$ cat config.mk
export PLATFORM = sky130hd
export DESIGN_NAME = cfo_top
export DESIGN_NICKNAME = d
export VERILOG_FILES = /design/src/pkg/cfo_pkg.sv /design/src/rtl/cfo_top.sv
export SDC_FILE = /design/constraint.sdc
export NUM_CORES = 1
export LEC_CHECK = 0
export CAP_MARGIN = 20
export CORE_MARGIN = 2
export CORE_UTILIZATION = 58
export CTS_BUF_LIST = sky130_fd_sc_hd__clkbuf_4 sky130_fd_sc_hd__clkbuf_8
export CTS_CLUSTER_DIAMETER = 100
export DETAILED_ROUTE_END_ITERATION = 10
export DONT_BUFFER_PORTS = 1
export PLACE_DENSITY = 0.74
export SLEW_MARGIN = 20
export SYNTH_ARGS = -nofsm -noshare
export SYNTH_HDL_FRONTEND = slang
export SYNTH_SLANG_ARGS = --single-unit
export TNS_END_PERCENT = 50
$ cat constraint.sdc
create_clock -name mclk -period 5.2 [get_ports mclk]
set_input_delay 0.26 -clock mclk [delete_from_list [all_inputs] [get_ports mclk]]
set_output_delay 0.26 -clock mclk [all_outputs]
set_load 0.02 [all_outputs]
$ cat src/pkg/cfo_pkg.sv
package cfo_pkg;
	// lane count encoding
	localparam logic [1:0] LANES_NONE = 2'h0;
	localparam logic [1:0] LANES_1 = 2'h1;
	localparam logic [1:0] LANES_2 = 2'h2;
	localparam logic [1:0] LANES_4 = 2'h3;
	// flash address width in bytes
	localparam logic [2:0] ADDR_BYTES_NARROW = 3'h3;
	localparam logic [2:0] ADDR_BYTES_WIDE = 3'h4;
	localparam logic [1:0] REV_VALUE_RESET = 2'h0;
	localparam logic [31:0] USER_WDT_RESET = 32'h00000000;
	localparam int SYNC_WIDTH = 4;
	// async input positions in the sync vector
	localparam int SYN_OVERHEAT = 0;
	localparam int SYN_ABORT = 1;
	localparam int SYN_JTAG = 2;
	localparam int SYN_RDBK = 3;

	typedef enum logic [1:0] {
		PH_IDLE,
		PH_CONFIG,
		PH_USER
	} cfo_phase_type;

	// option set carried in the configuration image
	typedef struct packed {
		logic overheat_shutdown_en;
		logic persist_en;
		logic internal_cfg_access_port;
		logic [1:0] warm_boot_rev_value;
		logic rev_pins_hiz_ctrl;
		logic parallel_abort_en;
		logic flash_wide_addr_en;
		logic [1:0] flash_lane_count;
		logic fall_edge_en;
		logic cfg_wdt_given;
		logic [31:0] cfg_wdt_value;
		logic [31:0] user_phase_wdt_value;
	} cfo_opt_type;

	localparam cfo_opt_type OPT_RESET = '{
		overheat_shutdown_en: 1'b0,
		persist_en: 1'b0,
		internal_cfg_access_port: 1'b0,
		warm_boot_rev_value: REV_VALUE_RESET,
		rev_pins_hiz_ctrl: 1'b0,
		parallel_abort_en: 1'b1,
		flash_wide_addr_en: 1'b0,
		flash_lane_count: LANES_NONE,
		fall_edge_en: 1'b0,
		cfg_wdt_given: 1'b0,
		cfg_wdt_value: 32'h00000000,
		user_phase_wdt_value: USER_WDT_RESET
	};

	// flash-facing settings
	typedef struct packed {
		logic [2:0] addr_bytes;
		logic [1:0] lane_count;
		logic fall_edge;
	} cfo_flash_type;
endpackage : cfo_pkg

$ cat src/rtl/cfo_top.sv
`timescale 1ns/10ps
// Behaviour
// - overheat shuts down only when enabled
// - persist keeps config pins after configuration
// - persist and internal access port exclusive
// - boundary-scan port always usable
// - parallel readback needs persist
// - two-bit revision value into warm-boot register
// - hiz control 0 floats, 1 drives pins
// - abort honoured only when abort enabled
// - wide option gives 32-bit flash addresses
// - flash read over 1, 2, 4 lanes
// - optional falling-edge flash data capture
// - config watchdog value enables and loads timer
// - user and config watchdog values exclusive
module cfo_top (
	input wire logic mclk,
	input wire logic rst,
	input wire logic ce,
	input wire logic opt_load,
	input wire cfo_pkg::cfo_opt_type opt_in,
	input wire logic cfg_start,
	input wire logic cfg_done,
	input wire logic reconfig,
	input wire logic warm_boot_req,
	input wire logic overheat_alarm,
	input wire logic abort_seq,
	input wire logic jtag_req,
	input wire logic rdbk_req,
	output logic opt_error,
	output cfo_pkg::cfo_phase_type phase,
	output logic shutdown,
	output logic pins_owned,
	output logic jtag_grant,
	output logic rdbk_grant,
	output logic [1:0] warm_boot_start_addr_reg,
	output logic [1:0] rev_sel_pins_o,
	output logic rev_sel_pins_oe_n,
	output logic abort_taken,
	output cfo_pkg::cfo_flash_type flash_cfg,
	output logic wdt_running,
	output logic wdt_expired
);
	cfo_pkg::cfo_opt_type opt_reg;
	cfo_pkg::cfo_phase_type phase_reg;
	logic [cfo_pkg::SYNC_WIDTH-1:0] sync1_reg;
	logic [cfo_pkg::SYNC_WIDTH-1:0] sync2_reg;
	logic [cfo_pkg::SYNC_WIDTH-1:0] sync3_reg;
	logic [cfo_pkg::SYNC_WIDTH-1:0] stable_reg;
	logic [cfo_pkg::SYNC_WIDTH-1:0] stable_prev_reg;
	logic [31:0] wdt_count_reg;
	logic opt_conflict;
	logic abort_edge;

	assign phase = phase_reg;
	// image must never ask for both of a pair
	assign opt_conflict = (opt_in.persist_en & opt_in.internal_cfg_access_port)
		| (opt_in.cfg_wdt_given & (opt_in.user_phase_wdt_value != 32'h00000000));
	assign abort_edge = stable_reg[cfo_pkg::SYN_ABORT] & ~stable_prev_reg[cfo_pkg::SYN_ABORT];

	// three stages; a level counts once stages two and three agree
	always_ff @(posedge mclk or posedge rst) begin
		if (rst) begin
			sync1_reg <= '0;
			sync2_reg <= '0;
			sync3_reg <= '0;
			stable_reg <= '0;
			stable_prev_reg <= '0;
		end else if (ce) begin
			sync1_reg <= {rdbk_req, jtag_req, abort_seq, overheat_alarm};
			sync2_reg <= sync1_reg;
			sync3_reg <= sync2_reg;
			for (int i = 0; i < cfo_pkg::SYNC_WIDTH; i++) begin
				if (sync2_reg[i] == sync3_reg[i]) begin
					stable_reg[i] <= sync3_reg[i];
				end
			end
			stable_prev_reg <= stable_reg;
		end
	end

	// options taken only while idle, so they never change mid-phase
	always_ff @(posedge mclk or posedge rst) begin
		if (rst) begin
			opt_reg <= cfo_pkg::OPT_RESET;
			opt_error <= 1'b0;
		end else if (ce) begin
			if (opt_load && phase_reg == cfo_pkg::PH_IDLE) begin
				if (opt_conflict) begin
					opt_error <= 1'b1;
				end else begin
					opt_reg <= opt_in;
					opt_error <= 1'b0;
				end
			end
		end
	end

	always_ff @(posedge mclk or posedge rst) begin
		if (rst) begin
			phase_reg <= cfo_pkg::PH_IDLE;
		end else if (ce) begin
			case (phase_reg)
				cfo_pkg::PH_IDLE: begin
					if (cfg_start && !opt_error && !opt_load) begin
						phase_reg <= cfo_pkg::PH_CONFIG;
					end
				end
				cfo_pkg::PH_CONFIG: begin
					if (abort_edge && opt_reg.parallel_abort_en) begin
						phase_reg <= cfo_pkg::PH_IDLE;
					end else if (wdt_expired) begin
						phase_reg <= cfo_pkg::PH_IDLE;
					end else if (cfg_done) begin
						phase_reg <= cfo_pkg::PH_USER;
					end
				end
				cfo_pkg::PH_USER: begin
					if (reconfig) begin
						phase_reg <= cfo_pkg::PH_IDLE;
					end
				end
				default: begin
					phase_reg <= cfo_pkg::PH_IDLE;
				end
			endcase
		end
	end

	// abort is only a report here; the phase machine acts on it
	always_ff @(posedge mclk or posedge rst) begin
		if (rst) begin
			abort_taken <= 1'b0;
		end else if (ce) begin
			abort_taken <= abort_edge && opt_reg.parallel_abort_en
				&& phase_reg == cfo_pkg::PH_CONFIG;
		end
	end

	// shutdown is sticky until reset: power is gone anyway
	always_ff @(posedge mclk or posedge rst) begin
		if (rst) begin
			shutdown <= 1'b0;
		end else if (ce) begin
			if (stable_reg[cfo_pkg::SYN_OVERHEAT] && opt_reg.overheat_shutdown_en) begin
				shutdown <= 1'b1;
			end
		end
	end

	always_ff @(posedge mclk or posedge rst) begin
		if (rst) begin
			pins_owned <= 1'b0;
			jtag_grant <= 1'b0;
			rdbk_grant <= 1'b0;
		end else if (ce) begin
			pins_owned <= phase_reg == cfo_pkg::PH_CONFIG
				|| (phase_reg == cfo_pkg::PH_USER && opt_reg.persist_en);
			jtag_grant <= stable_reg[cfo_pkg::SYN_JTAG];
			rdbk_grant <= stable_reg[cfo_pkg::SYN_RDBK] && opt_reg.persist_en
				&& phase_reg == cfo_pkg::PH_USER;
		end
	end

	// warm-boot register loads at the end of configuration
	always_ff @(posedge mclk or posedge rst) begin
		if (rst) begin
			warm_boot_start_addr_reg <= cfo_pkg::REV_VALUE_RESET;
			rev_sel_pins_o <= cfo_pkg::REV_VALUE_RESET;
			rev_sel_pins_oe_n <= 1'b1;
		end else if (ce) begin
			if (phase_reg == cfo_pkg::PH_CONFIG && cfg_done) begin
				warm_boot_start_addr_reg <= opt_reg.warm_boot_rev_value;
			end
			if (warm_boot_req && phase_reg == cfo_pkg::PH_USER) begin
				rev_sel_pins_o <= warm_boot_start_addr_reg;
				rev_sel_pins_oe_n <= ~opt_reg.rev_pins_hiz_ctrl;
			end
		end
	end

	always_ff @(posedge mclk or posedge rst) begin
		if (rst) begin
			flash_cfg <= '{addr_bytes: cfo_pkg::ADDR_BYTES_NARROW,
				lane_count: cfo_pkg::LANES_NONE, fall_edge: 1'b0};
		end else if (ce) begin
			flash_cfg.addr_bytes <= opt_reg.flash_wide_addr_en
				? cfo_pkg::ADDR_BYTES_WIDE : cfo_pkg::ADDR_BYTES_NARROW;
			flash_cfg.lane_count <= opt_reg.flash_lane_count;
			flash_cfg.fall_edge <= opt_reg.fall_edge_en;
		end
	end

	// config timer counts down from the image value; user timer likewise
	always_ff @(posedge mclk or posedge rst) begin
		if (rst) begin
			wdt_count_reg <= '0;
			wdt_running <= 1'b0;
			wdt_expired <= 1'b0;
		end else if (ce) begin
			wdt_expired <= 1'b0;
			if (phase_reg == cfo_pkg::PH_IDLE && cfg_start && !opt_error && !opt_load) begin
				wdt_count_reg <= opt_reg.cfg_wdt_value;
				wdt_running <= opt_reg.cfg_wdt_given;
			end else if (phase_reg == cfo_pkg::PH_CONFIG && cfg_done) begin
				wdt_count_reg <= opt_reg.user_phase_wdt_value;
				wdt_running <= opt_reg.user_phase_wdt_value != 32'h00000000;
			end else if (phase_reg == cfo_pkg::PH_IDLE) begin
				wdt_running <= 1'b0;
			end else if (wdt_running) begin
				if (wdt_count_reg == 32'h00000000) begin
					wdt_expired <= 1'b1;
					wdt_running <= 1'b0;
				end else begin
					wdt_count_reg <= wdt_count_reg - 32'h00000001;
				end
			end
		end
	end

	chk_conflict_rejected: assert property (@(posedge mclk) disable iff (rst)
		ce && opt_load && opt_conflict && phase_reg == cfo_pkg::PH_IDLE
		|=> opt_error && $stable(opt_reg))
		else $error("conflicting options were accepted");

	chk_opts_held: assert property (@(posedge mclk) disable iff (rst)
		phase_reg != cfo_pkg::PH_IDLE |=> $stable(opt_reg))
		else $error("options changed outside idle");

	chk_shutdown_gate: assert property (@(posedge mclk) disable iff (rst)
		$rose(shutdown) |-> $past(opt_reg.overheat_shutdown_en)
		&& $past(stable_reg[cfo_pkg::SYN_OVERHEAT]))
		else $error("shutdown without enabled overheat");

	chk_pins_released: assert property (@(posedge mclk) disable iff (rst)
		ce && phase_reg == cfo_pkg::PH_USER && !opt_reg.persist_en
		|=> !pins_owned)
		else $error("pins kept without persist");

	chk_jtag_follow: assert property (@(posedge mclk) disable iff (rst)
		ce && stable_reg[cfo_pkg::SYN_JTAG] |=> jtag_grant)
		else $error("jtag request not granted");

	chk_rdbk_persist: assert property (@(posedge mclk) disable iff (rst)
		rdbk_grant |-> opt_reg.persist_en)
		else $error("readback granted without persist");

	chk_rev_drive: assert property (@(posedge mclk) disable iff (rst)
		ce && warm_boot_req && phase_reg == cfo_pkg::PH_USER
		|=> rev_sel_pins_oe_n == !opt_reg.rev_pins_hiz_ctrl
		&& rev_sel_pins_o == $past(warm_boot_start_addr_reg))
		else $error("revision pins wrong after warm boot");

	chk_abort_ignored: assert property (@(posedge mclk) disable iff (rst)
		ce && phase_reg == cfo_pkg::PH_CONFIG && !opt_reg.parallel_abort_en
		&& abort_edge && !cfg_done && !wdt_expired |=> phase_reg == cfo_pkg::PH_CONFIG)
		else $error("disabled abort took effect");

	chk_addr_width: assert property (@(posedge mclk) disable iff (rst)
		ce && opt_reg.flash_wide_addr_en ##1 ce && $stable(opt_reg)
		|=> flash_cfg.addr_bytes == cfo_pkg::ADDR_BYTES_WIDE)
		else $error("wide address not applied");

	chk_wdt_expiry: assert property (@(posedge mclk) disable iff (rst)
		wdt_expired |-> $past(wdt_count_reg) == 32'h00000000 && !wdt_running)
		else $error("watchdog expired early");
endmodule : cfo_top

Yosys cells after proc, flatten, opt, wreduce, memory -nomap -nowiden
Cells that the tools add are included.

cells by class
  reductions and logical operators = 33
  mux-type cells = 23
  bitwise gates (word level) = 7
  equal/unequal tests = 11
  add/subtract/negate cells = 1

operators with widths
  cell                   number
  $mux 32                5
  $reduce_bool 32->1     2
  $logic_not 32->1       1
  $sub 32x1->32 const B  1
  $reduce_and 2->1       8
  $logic_and 1x1->1      14
  $mux 1                 11
  $mux 2                 5
  $reduce_and 4->1       2
  $pmux 2 s3             1
  $eq 1x1->1             4
  $ne 4x4->1 const B     1
  $and 1x1->1            3
  $mux 3                 1
  $ne 3x1->1 const B     1
  $ne 3x3->1 const B     1
  $not 1->1              3
  $reduce_and 3->1       1
  $reduce_bool 3->1      1
  $eq 2x1->1 const B     1
  $eq 2x2->1 const B     1
  $logic_not 1->1        2
  $logic_not 2->1        1
  $ne 2x1->1 const B     1
  3 further kinds        3

word-level totals
  output and inout port bits = 21
  input port bits = 88
  word-level logic and storage cells = 110
  flip-flop bits (word level) = 146

Logic depth before layout (Yosys ltp)
Gate-level depths: netlist of run 1.

  depth in word-level cells = 6
  mapped depth = 10
  depth with buffers taken out = 8

Least setup slack after synthesis of run 1
Ideal clock, no wire load.

  kind = reg2reg
  start point = reg wdt_count_reg[7]
  end point = reg wdt_count_reg[16]
  slack = 2.611 ns
  setup time = 0.121 ns
  clock period less this slack = 2.589 ns
  stages on the path, launching flop included = 8
  data required time = 5.079 ns
  buffers on the path = 2
  arrival time = 2.468 ns
  path through = dfrtp_1 > buf_6 > or4_4 > or4_4 > o41a_1 > o21a_2 > buf_6 > a22o_1

on the way
  cells in the longest elaborated chain, start to end = 6
  elaborated cells between the ends (all ways) = 9
  classes of those cells = 1 x add/sub; 1 x eq/ne; 5 x mux; 2 x reduce/logical

ends and longest elaborated chain
  what                    RTL line        text
  from (decl)             cfo_top.sv:51   logic [31:0] wdt_count_reg;
  from (signal assigned)  cfo_top.sv:203  wdt_count_reg <= opt_reg.cfg_wdt_value;
  from (signal assigned)  cfo_top.sv:206  wdt_count_reg <= opt_reg.user_phase_wdt_value;
  from (signal assigned)  cfo_top.sv:215  wdt_count_reg <= wdt_count_reg - 32'h00000001;
  $sub 32x1->32           cfo_top.sv:215
  $mux 32                 cfo_top.sv:211  if (wdt_count_reg == 32'h00000000) begin
  $mux 32                 cfo_top.sv:210  end else if (wdt_running) begin
  $mux 32                 cfo_top.sv:208  end else if (phase_reg == cfo_pkg::PH_IDLE) begin
  $mux 32                 cfo_top.sv:205  end else if (phase_reg == cfo_pkg::PH_CONFIG && cfg_done) begin
  $mux 32                 cfo_top.sv:202  if (phase_reg == cfo_pkg::PH_IDLE && cfg_start && !opt_error && !opt_load) begin

Several ways; a longest one is shown, not always the timed one. The select of a mux whose other input is x is not followed.
A chain may end at the register's enable or synchronous reset.

Worst setup path in the final report of run 1
  start point = reg opt_error
  end point = reg wdt_count_reg[24]

on the way
  cells in the longest elaborated chain, start to end = 5
  elaborated cells between the ends (all ways) = 8
  classes of those cells = 2 x eq/ne; 1 x mux; 5 x reduce/logical

ends and longest elaborated chain
  what                                                 RTL line        text
  from (decl)                                          cfo_top.sv:30   output logic opt_error,
  from (signal assigned)                               cfo_top.sv:86   opt_error <= 1'b0;
  from (signal assigned)                               cfo_top.sv:90   opt_error <= 1'b1;
  from (signal assigned)                               cfo_top.sv:93   opt_error <= 1'b0;
  $logic_not 1->1 (*)                                  cfo_top.sv:202
  $logic_and 1x1->1 (*) (2 in a row)                   cfo_top.sv:202
  $ne 3x3->1 (no source line) (tied with other cells)  -
  $reduce_and 4->1 (no source line)                    -

Every way passes the cells marked *; elsewhere a longest branch is shown, timed or not.

==> metrics.md, run 1 <==
| Metric | Value |
|---|---|
| Switching power | `1593 uW` |
| Pin count of the biggest net entering global routing | `93` |
| PortBufs | `0` |
| TNS Setup | `0 ps` |
| Clk slew on worst S/H paths | `90 ps` |
| Placed Area | `6808 sq um` |
| Critical Path Max Stage Delay | `670 ps` |
| Proportion of layout cells with a drive suffix above 1 | `21.67%` |
| Ports | `109` |
| Switch share | `37.90%` |
| Syn_nets | `690` |
| Synthesized area per cell | `11.26 sq um` |
| Placement Rows | `39` |
| Syn Inst Count | `601` |
| Fin crit share | `65.11%` |
| Final hold vios | `0` |
| Hold Buf Count CTS | `83` |
| Die footprint | `12,540 sq um` |
| Post-Syn Area | `6765 sq um` |
| Max cap viols | `0` |
| Die X | `112 um` |
| Worst Setup Path Type | `reg -> reg` |
| Root Buffer | `clkbuf_8` |
| Final Skew | `15.66 ps` |
| Distinct cell type count after synthesis | `57` |
| Initial core utilization | `59.25%` |
| Wirelength, routed | `17,520 um` |
| Via-per-instance ratio | `6.454` |
| Top Usage Layer GRT | `met2` |
| Max Fclk | `295.4 MHz` |
| CTS H-tree depth | `4` |
| Top delay family on crit path | `simple AND/OR/NAND/NOR gates` |
| CTS max path bufs | `2` |
| Total track usage | `28.75%` |
| Nature of the critical path startpoint | `flop` |
| CP max FO | `34` |
| Pint | `2611 uW` |
| Drt drc | `0` |
| Pleak | `0.003286 uW` |
| Status | `completed` |
| Largest register FFs | `75` |
| Worst-Skew Late Latency | `460 ps` |
| Chip height | `112 um` |
| Most frequent cell on the critical path | `nand2_1` |
| Final Max Tran Viols | `0` |
| DRT iter0 DRCs | `507` |
| Dpl hpwl | `10,630 um` |
| Synth async-reset ratio | `100.0%` |
| Fill cells | `829` |
| Area of the core | `11,420 sq um` |
| Worst Path Buf+Inv | `0` |
| Met3 Use GR | `7.567%` |
| FF+latch count, synth | `144` |
| Flop pwr share | `51.9%` |
| Clock Power Share | `19.3%` |
| Slowest stage cell, crit path | `nand2_1` |
| Power Dens Cells | `525.1 nW/um^2` |
| TritonCTS Buffers | `17` |
| Resize count post-CTS | `0` |
| GR Overflow Total | `0` |
| Number of post-CTS setup repair buffers | `0` |
| Layout area overhead | `18.35%` |
| Critical path required time | `5550 ps` |
| Reg2reg setup slack | `1810 ps` |
| Sequential standard cell area | `3607 sq um` |
| Gpl congestion | `0.8427` |
| Global-route wire length before repair | `28,150 um` |
| RSZ-0062 raised after global routing | `false` |
| Wire per inst | `21.21 um` |
| Worst EP arrival | `3730 ps` |
| Detailed-route via count | `5,331` |
| Worst rel slew slack | `36.44%` |
| Hold crit path type | `in -> reg` |
| Number of synthesized flops with an enable pin | `0` |
| Antenna diodes | `0` |
| Synth Warn # | `0` |
| VDD IR max | `396.1 uV` |
| DR pass1 iterations | `8` |
| Area of the multi-input gates | `2957 sq um` |
| Crit path cell chain | `nor3b_1 -> nand2_1 -> nand2_1 -> o21a_2 -> o21ai_0 -> a22o_1` |
| Ys flop type | `dfrtp_1` |
| Final setup violation count | `0` |
| GR Util met1 | `36.19%` |
| Post-route ant nets | `0` |
| Worst-margin pin slew | `953.5 ps` |
| CTS tree | `done` |
| Crit path time final | `3386 ps` |
| Final net count | `759` |
| Clock Sinks | `144` |
| Comb pwr share | `28.8%` |
| Final Cell Area | `8006 sq um` |
| Initial antenna violation count | `0` |
| Critical Path End Type | `flop` |
| Vias in the first global route | `5,445` |
| Met2 usage | `47.68%` |
| Register area share after synthesis | `53.32%` |
[stage by stage]
stage | total power, uW | setup slack, ps | util (%) | hold WS (ps) | instances
after global routing | 4437 | 1551 | 70.12 | 27.79 | 826
after CTS | 4157 | 1972 | 70.12 | 7.134 | 826
after detailed placement | 3294 | 1983 | 59.62 | 335.5 | 711
after floorplan | 2985 | 1079 | - | 398.6 | 601
after global placement | 3217 | 2089 | 59.62 | 318.4 | 711
final | 4204 | 1814 | 70.12 | 28.61 | 826
[final cells by class]
class / count / area share, %
flip-flops and latches: 144 / 45.05
inverters: 8 / 0.4376
well taps: 143 / 2.235
clock buffers: 21 / 3.454
clock inverters: 11 / 1.016
repair buffers: 87 / 10.88
multi-input cells: 412 / 36.93
[synthesized netlist by cell type (all sizes together) (2+ instances only)]
master	instances	area, sq um
xor2	3	26.28
nand2b	5	31.28
nor2b	3	18.77
o221ai	3	26.28
o2bb2ai	5	43.79
or3	7	43.79
a31o	3	26.28
nand3	8	40.04
o2111ai	2	17.52
a21oi	34	170.2
o311ai	3	26.28
dfrtp	141	3528
nand4	7	43.79
buf	9	73.81
a222oi	2	20.02
and2	2	12.51
a31oi	13	81.33
a22o	5	43.79
a22oi	3	22.52
o22ai	5	31.28
mux2	96	1081
o21a	4	31.28
o211ai	7	52.55
clkbuf	28	105.1
nor4	23	143.9
o22a	3	26.28
a211o	2	17.52
dfstp	3	78.83
nor2	35	131.4
inv	8	30.03
o31ai	8	60.06
a221oi	2	17.52
or4	9	78.82
o21ai	40	204.0
nand2	37	138.9
xnor2	6	52.55
nor3	13	65.06
nor3b	2	15.01
[layer usage]
metal	up-vias	part of all wire, %
met2	254	49
met1	2646	40
met5	-	0
li1	2386	-
met4	0	3.1
met3	45	7.7
[logic make-up after synthesis]
family | share of synthesized area [%]
AOI/OAI and AO/OA | 14.26
buffers and inverters | 3.088
DFF | 53.32
xor gates and xnor gates | 1.165
muxes | 16.13
and+or+nand+nor | 11.86
adders and majority gates | 0.1849
[placed cells by master, fill, tap and decap left out, types with 3 or more instances in the layout]
| master | count |
|---|---|
| buf_4 | 4 |
| o211ai_1 | 7 |
| or4_1 | 6 |
| o31ai_1 | 8 |
| clkbuf_8 | 19 |
| nor2_1 | 35 |
| nand3_1 | 8 |
| a31oi_1 | 13 |
| inv_6 | 3 |
| or3_1 | 7 |
| o221ai_1 | 3 |
| clkinv_2 | 4 |
| nand2b_1 | 5 |
| xnor2_1 | 6 |
| or4_4 | 3 |
| inv_1 | 7 |
| xor2_1 | 3 |
| o2bb2ai_1 | 5 |
| o21a_1 | 3 |
| dfstp_2 | 3 |
| a31o_2 | 3 |
| a21oi_1 | 34 |
| nor4_1 | 23 |
| mux2_2 | 96 |
| nor2b_1 | 3 |
| o311ai_0 | 3 |
| a22oi_1 | 3 |
| o22a_1 | 3 |
| clkinv_4 | 5 |
| dlygate4sd3_1 | 82 |
| nor3_1 | 13 |
| o22ai_1 | 5 |
| o21ai_0 | 37 |
| nand2_1 | 37 |
| dfrtp_1 | 141 |
| a22o_1 | 5 |
| nand4_1 | 7 |
[power groups by stage]
stage | Clock (uW) | Combinational, uW | Sequential [uW]
after CTS | 820 | 1190 | 2150
after detailed placement | 0 | 1130 | 2160
after global routing | 864 | 1340 | 2230
after floorplan | 0 | 1000 | 1980
final | 810 | 1210 | 2180
after global placement | 0 | 1070 | 2140
[final timing paths]
kind                             start           endpoint  depth (start not counted)
min reg2reg                opt_reg[70]  rev_sel_pins_oe_n                          1
max reg2reg                  opt_error  wdt_count_reg[24]                          6
max                          opt_error  wdt_count_reg[24]                          6
min in group asynchronous          rst        opt_reg[15]                          2
min                                 ce      stable_reg[2]                          3
max in group asynchronous          rst        opt_reg[37]                          3
[tightest hold or removal path: cells and delay by family]
kind / cells / cell delay (ps)
AO/OA/AOI/OAI: 1 / 60
AND/OR/NAND/NOR: 2 / 130
(Power assumes the default switching activity.)
==> run 2, diff against run 1 <==
Clock period 5.2 ns to 3.35 ns, I/O delays scaled along.
==> run 2 against run 1 <==
Sequential power rose by 55%. Maximum frequency rose by 16%. Worst hold slack improved by 3.3 ps. Highest routed layer unchanged. Via count rose by 0.19%. Sequential share of layout area fell by 0.43 points. Largest cell class unchanged.
==> metrics.md, run 2 (synthesis results as in run 1) <==
| Metric | Value |
|---|---|
| Gpl congestion | `0.8874` |
| Max Fclk | `342.2 MHz` |
| Placement Rows | `39` |
| Switch share | `37.15%` |
| Critical path required time | `3690 ps` |
| Hold crit path type | `in -> reg` |
| Nature of the critical path startpoint | `flop` |
| Number of post-CTS setup repair buffers | `0` |
| CTS H-tree depth | `4` |
| Critical Path End Type | `flop` |
| Flop pwr share | `51.6%` |
| DR pass1 iterations | `5` |
| Pwr Total | `6536 uW` |
| Antenna diodes | `0` |
| Crit path time final | `2922 ps` |
| Vias in the first global route | `5,440` |
| CTS max path bufs | `2` |
| Die footprint | `12,540 sq um` |
| VDD IR max | `527.9 uV` |
| CTS tree | `done` |
| Max cap viols | `0` |
| Switching power | `2428 uW` |
| Most frequent cells in the layout | `dfrtp_1, mux2_2, dlygate4sd3_1, o21ai_0, nand2_1` |
| Fin util | `70.79%` |
| Drt drc | `0` |
| Dpl hpwl | `11,000 um` |
| CP max FO | `34` |
| Detailed-route via count | `5,341` |
| Worst rel slew slack | `37.76%` |
| Via-per-instance ratio | `6.412` |
| Setup WS post-layout | `427.9 ps` |
| Largest register FFs | `75` |
| Area of the core | `11,420 sq um` |
| Clock Power Share | `19.0%` |
| Initial antenna violation count | `0` |
| Worst slack at placement | `473.6 ps` |
| Status | `completed` |
| Power Dens Cells | `808.6 nW/um^2` |
| PortBufs | `0` |
| Initial core utilization | `59.25%` |
| Die X | `112 um` |
| Chip height | `112 um` |
| Final Max Tran Viols | `0` |
| Worst EP arrival | `3260 ps` |
| Worst-margin pin slew | `933.7 ps` |
| Hold_ws | `31.95 ps` |
| Root Buffer | `clkbuf_8` |
| Final Skew | `15.67 ps` |
| Wirelength, routed | `17,180 um` |
| Pint | `4108 uW` |
| TritonCTS Buffers | `17` |
| Worst Setup Path Type | `reg -> reg` |
| RSZ-0062 raised after global routing | `false` |
| Global-route wire length before repair | `28,030 um` |
| Wire per inst | `20.62 um` |
| Total track usage | `28.55%` |
| Final net count | `767` |
| Pleak | `0.003306 uW` |
| Worst-Skew Late Latency | `450 ps` |
| Comb pwr share | `29.5%` |
| Resize count post-CTS | `0` |
| Clock Sinks | `144` |
| Ports | `109` |
| Layout area overhead | `19.47%` |
| Proportion of layout cells with a drive suffix above 1 | `22.03%` |
| Post-route ant nets | `0` |
| Clk slew on worst S/H paths | `80 ps` |
| GR Overflow Total | `0` |
| Commonest non-fill, non-tap cell in the layout | `dfrtp_1` |
| Pin count of the biggest net entering global routing | `111` |
| Fin crit share | `87.23%` |
| DRT iter0 DRCs | `515` |
| TNS Setup | `0 ps` |
| Final setup violation count | `0` |
| Final hold vios | `0` |
run 2: cell type report:
cell class | instances | area, sq um
Clock inverter | 8 | 57.56
Fill cell | 804 | 3336
Sequential cell | 144 | 3607
Timing Repair Buffer | 95 | 950.9
Clock buffer | 23 | 297.8
Tap cell | 143 | 178.9
Inverter | 8 | 33.78
Multi-Input combinational cell | 412 | 2957
run 2: power by group through the flow:
stage / registers (uW) / logic, uW / clock network [uW]
after floorplan: 3070 / 1560 / 0
after global placement: 3320 / 1700 / 0
after detailed placement: 3350 / 1790 / 0
after CTS: 3330 / 1900 / 1260
after global routing: 3460 / 2120 / 1340
final: 3370 / 1930 / 1240
run 2: per-stage QoR:
step,cells,area (sq um)
floorplan,601,6769
global placement,716,6857
detailed placement,716,6857
CTS,833,8083
global route,833,8083
finish,833,8083
run 2: routing by layer:
metal,GRT usage (%),vias to the layer above,wire length (um)
met1,37.66,2630,7043
met4,12.52,0,598
met5,0,-,0
met3,7.839,60,1308
met2,44.81,253,8228
li1,-,2398,-
run 2: timing repair:
item	in CTS	in global routing
hold buffers	86	0
endpoints found under the hold margin	138	0
setup endpoints to repair	0	0
run 2: critical path: stages, from the launching register on:
cell,delay [ps]
dfrtp_1,440
or4_1,650
or4_4,490
o41a_1,420
o21a_2,430
o21a_1,200
o22a_1,170
run 2: worst paths after layout:
kind	end	slack, ps	startpoint	cells past startpoint
setup / recovery	wdt_count_reg[9]	430	wdt_count_reg[19]	6
hold / removal	wdt_expired	30	cfg_done	3
setup reg to reg	wdt_count_reg[9]	430	wdt_count_reg[19]	6
hold reg to reg	rev_sel_pins_oe_n	440	opt_reg[70]	1
max in group asynchronous	opt_reg[24]	2020	rst	3
min in group asynchronous	rev_sel_pins_o[0]	340	rst	2
==> run 3, diff against run 2 <==
Settings changed: CORE_UTILIZATION 58 to 65, PLACE_DENSITY 0.74 to 0.81.
==> run 3 against run 2 <==
First-iteration DRC count increased by 45%. Via count grew 3.2%. Combinational power about the same. Non-clock buffer count is 2 higher. Register-to-register slack about the same. Worst hold slack better by 5.6 ps. Sequential cell count did not move. Critical path type unchanged. Highest routed layer unchanged.
==> metrics.md, run 3 (synthesis results as in run 1) <==
| Metric | Value |
|---|---|
| Comb pwr share | `27.9%` |
| Worst-margin pin slew | `919.3 ps` |
| Final Skew | `15.15 ps` |
| VDD IR max | `613.7 uV` |
| Clock Sinks | `144` |
| Die footprint | `11,240 sq um` |
| Drt drc | `0` |
| Number of post-CTS setup repair buffers | `0` |
| Hold_ws | `37.53 ps` |
| Fill cells | `554` |
| Final net count | `769` |
| Largest register FFs | `75` |
| Worst Hold End | `pins_owned` |
| Pleak | `0.003391 uW` |
| CTS H-tree depth | `4` |
| Global-route wire length before repair | `29,390 um` |
| Sequential standard cell area | `3607 sq um` |
| Initial core utilization | `66.12%` |
| RSZ-0062 raised after global routing | `false` |
| Nature of the critical path startpoint | `flop` |
| CTS tree | `done` |
| Switch share | `36.28%` |
| Area of the multi-input gates | `2957 sq um` |
| Critical path required time | `3670 ps` |
| Reg-to-reg endpoint | `wdt_count_reg[26]` |
| TritonCTS Buffers | `17` |
| Worst Setup Path Type | `reg -> reg` |
| TNS Setup | `0 ps` |
| Commonest non-fill, non-tap cell in the layout | `dfrtp_1` |
| Via-per-instance ratio | `6.642` |
| Clk slew on worst S/H paths | `80 ps` |
| Final setup violation count | `0` |
| Max cap viols | `0` |
| Post-route ant nets | `0` |
| Area of the core | `10,230 sq um` |
| Chip height | `106.0 um` |
| Critical R2R Launch | `wdt_count_reg[19]` |
| PortBufs | `0` |
| DR pass1 iterations | `8` |
| Initial antenna violation count | `1` |
| Final Cell Area | `8233 sq um` |
| Critical Path End Type | `flop` |
| Gpl congestion | `0.9002` |
| Wire per inst | `21.82 um` |
| Crit path time final | `2930 ps` |
| Reg2reg setup slack | `420 ps` |
| Die X | `106.0 um` |
| Power Dens Cells | `854.4 nW/um^2` |
| Root Buffer | `clkbuf_8` |
| DRT iter0 DRCs | `746` |
| Placed Area | `6868 sq um` |
| Placement Rows | `37` |
| GR Overflow Total | `0` |
| Layout area overhead | `21.69%` |
| Worst rel slew slack | `38.59%` |
| Vias in the first global route | `5,737` |
| Hold crit path type | `in -> reg` |
| Hold depth | `2` |
| Status | `completed` |
| Switching power | `2552 uW` |
| Pint | `4482 uW` |
| Max Fclk | `341.3 MHz` |
| CP max FO | `34` |
| Worst-Skew Late Latency | `480 ps` |
| Min-delay src | `ce` |
| Dpl hpwl | `10,900 um` |
| Fin crit share | `87.46%` |
| CTS max path bufs | `2` |
| Final Max Tran Viols | `0` |
| Detailed-route via count | `5,513` |
| Most frequent cells in the layout | `dfrtp_1, mux2_2, dlygate4sd3_1, o21ai_0, nand2_1` |
| Flop pwr share | `48.5%` |
| R2R depth | `6` |
| Clock Power Share | `23.6%` |
| Final hold vios | `0` |
| Total track usage | `34.31%` |
| Pin count of the biggest net entering global routing | `68` |
| Proportion of layout cells with a drive suffix above 1 | `22.22%` |
| Wirelength, routed | `18,110 um` |
| Ports | `109` |
| Worst EP arrival | `3250 ps` |
-- run 3: through the flow --
step | setup slack [ps] | utilization [%] | std cells | power (uW)
2_1_floorplan | 760.7 | - | 601 | 4633
3_5_place_dp | 476.9 | 67.13 | 710 | 5147
6_report | 420.2 | 80.47 | 830 | 7034
5_1_grt | 350.0 | 80.47 | 830 | 7393
3_3_place_gp | 558.0 | 67.13 | 710 | 5019
4_1_cts | 458.0 | 80.45 | 829 | 6904
-- run 3: per-layer routing --
metal	global-route usage [%]	vias to the layer above	wire, um
met2	55.62	314	9013
li1	-	2399	-
met5	0	-	0
met3	11.34	57	1646
met4	14.19	0	549
met1	42.59	2743	6903
-- run 3: layout make-up --
type	count	area share, %
sequential	144	43.81
multi-input combinational	412	35.91
timing repair buffer	97	11.91
clock buffer	21	3.435
clock inverter	11	2.416
tap	136	2.067
inverter	8	0.4103
antenna	1	0.03040
-- run 3: power groups by stage --
stage               Sequential, uW  Combinational, uW  Clock (uW)
floorplan                     3070               1560           0
global placement              3320               1690           0
detailed placement            3370               1780           0
CTS                           3340               1900        1660
global route                  3480               2160        1750
finish                        3410               1960        1660
-- run 3: what timing repair did --
| action | in CTS | in global routing |
|---|---|---|
| hold endpoints to repair | 146 | 0 |
| gates resized for setup | 0 | 0 |
| hold buffers | 87 | 0 |
-- run 3: worst max path at each step --
stage / cells after the start / slack [ps] / from / endpoint
after floorplan: 7 / 760 / wdt_count_reg[7] / wdt_count_reg[16]
after detailed placement: 6 / 480 / wdt_count_reg[19] / wdt_count_reg[9]
final: 6 / 420 / wdt_count_reg[19] / wdt_count_reg[26]
after global routing: 6 / 350 / wdt_count_reg[19] / wdt_count_reg[15]
after CTS: 6 / 460 / wdt_count_reg[19] / wdt_count_reg[9]
after global placement: 6 / 560 / wdt_count_reg[19] / wdt_count_reg[9]
-- run 3: critical path, cell delays in order (launching register included) --
cell,delay (ps)
dfrtp_1,450
or4_1,650
or4_4,490
o41a_1,420
o21a_2,440
a21oi_1,260
a31oi_1,60
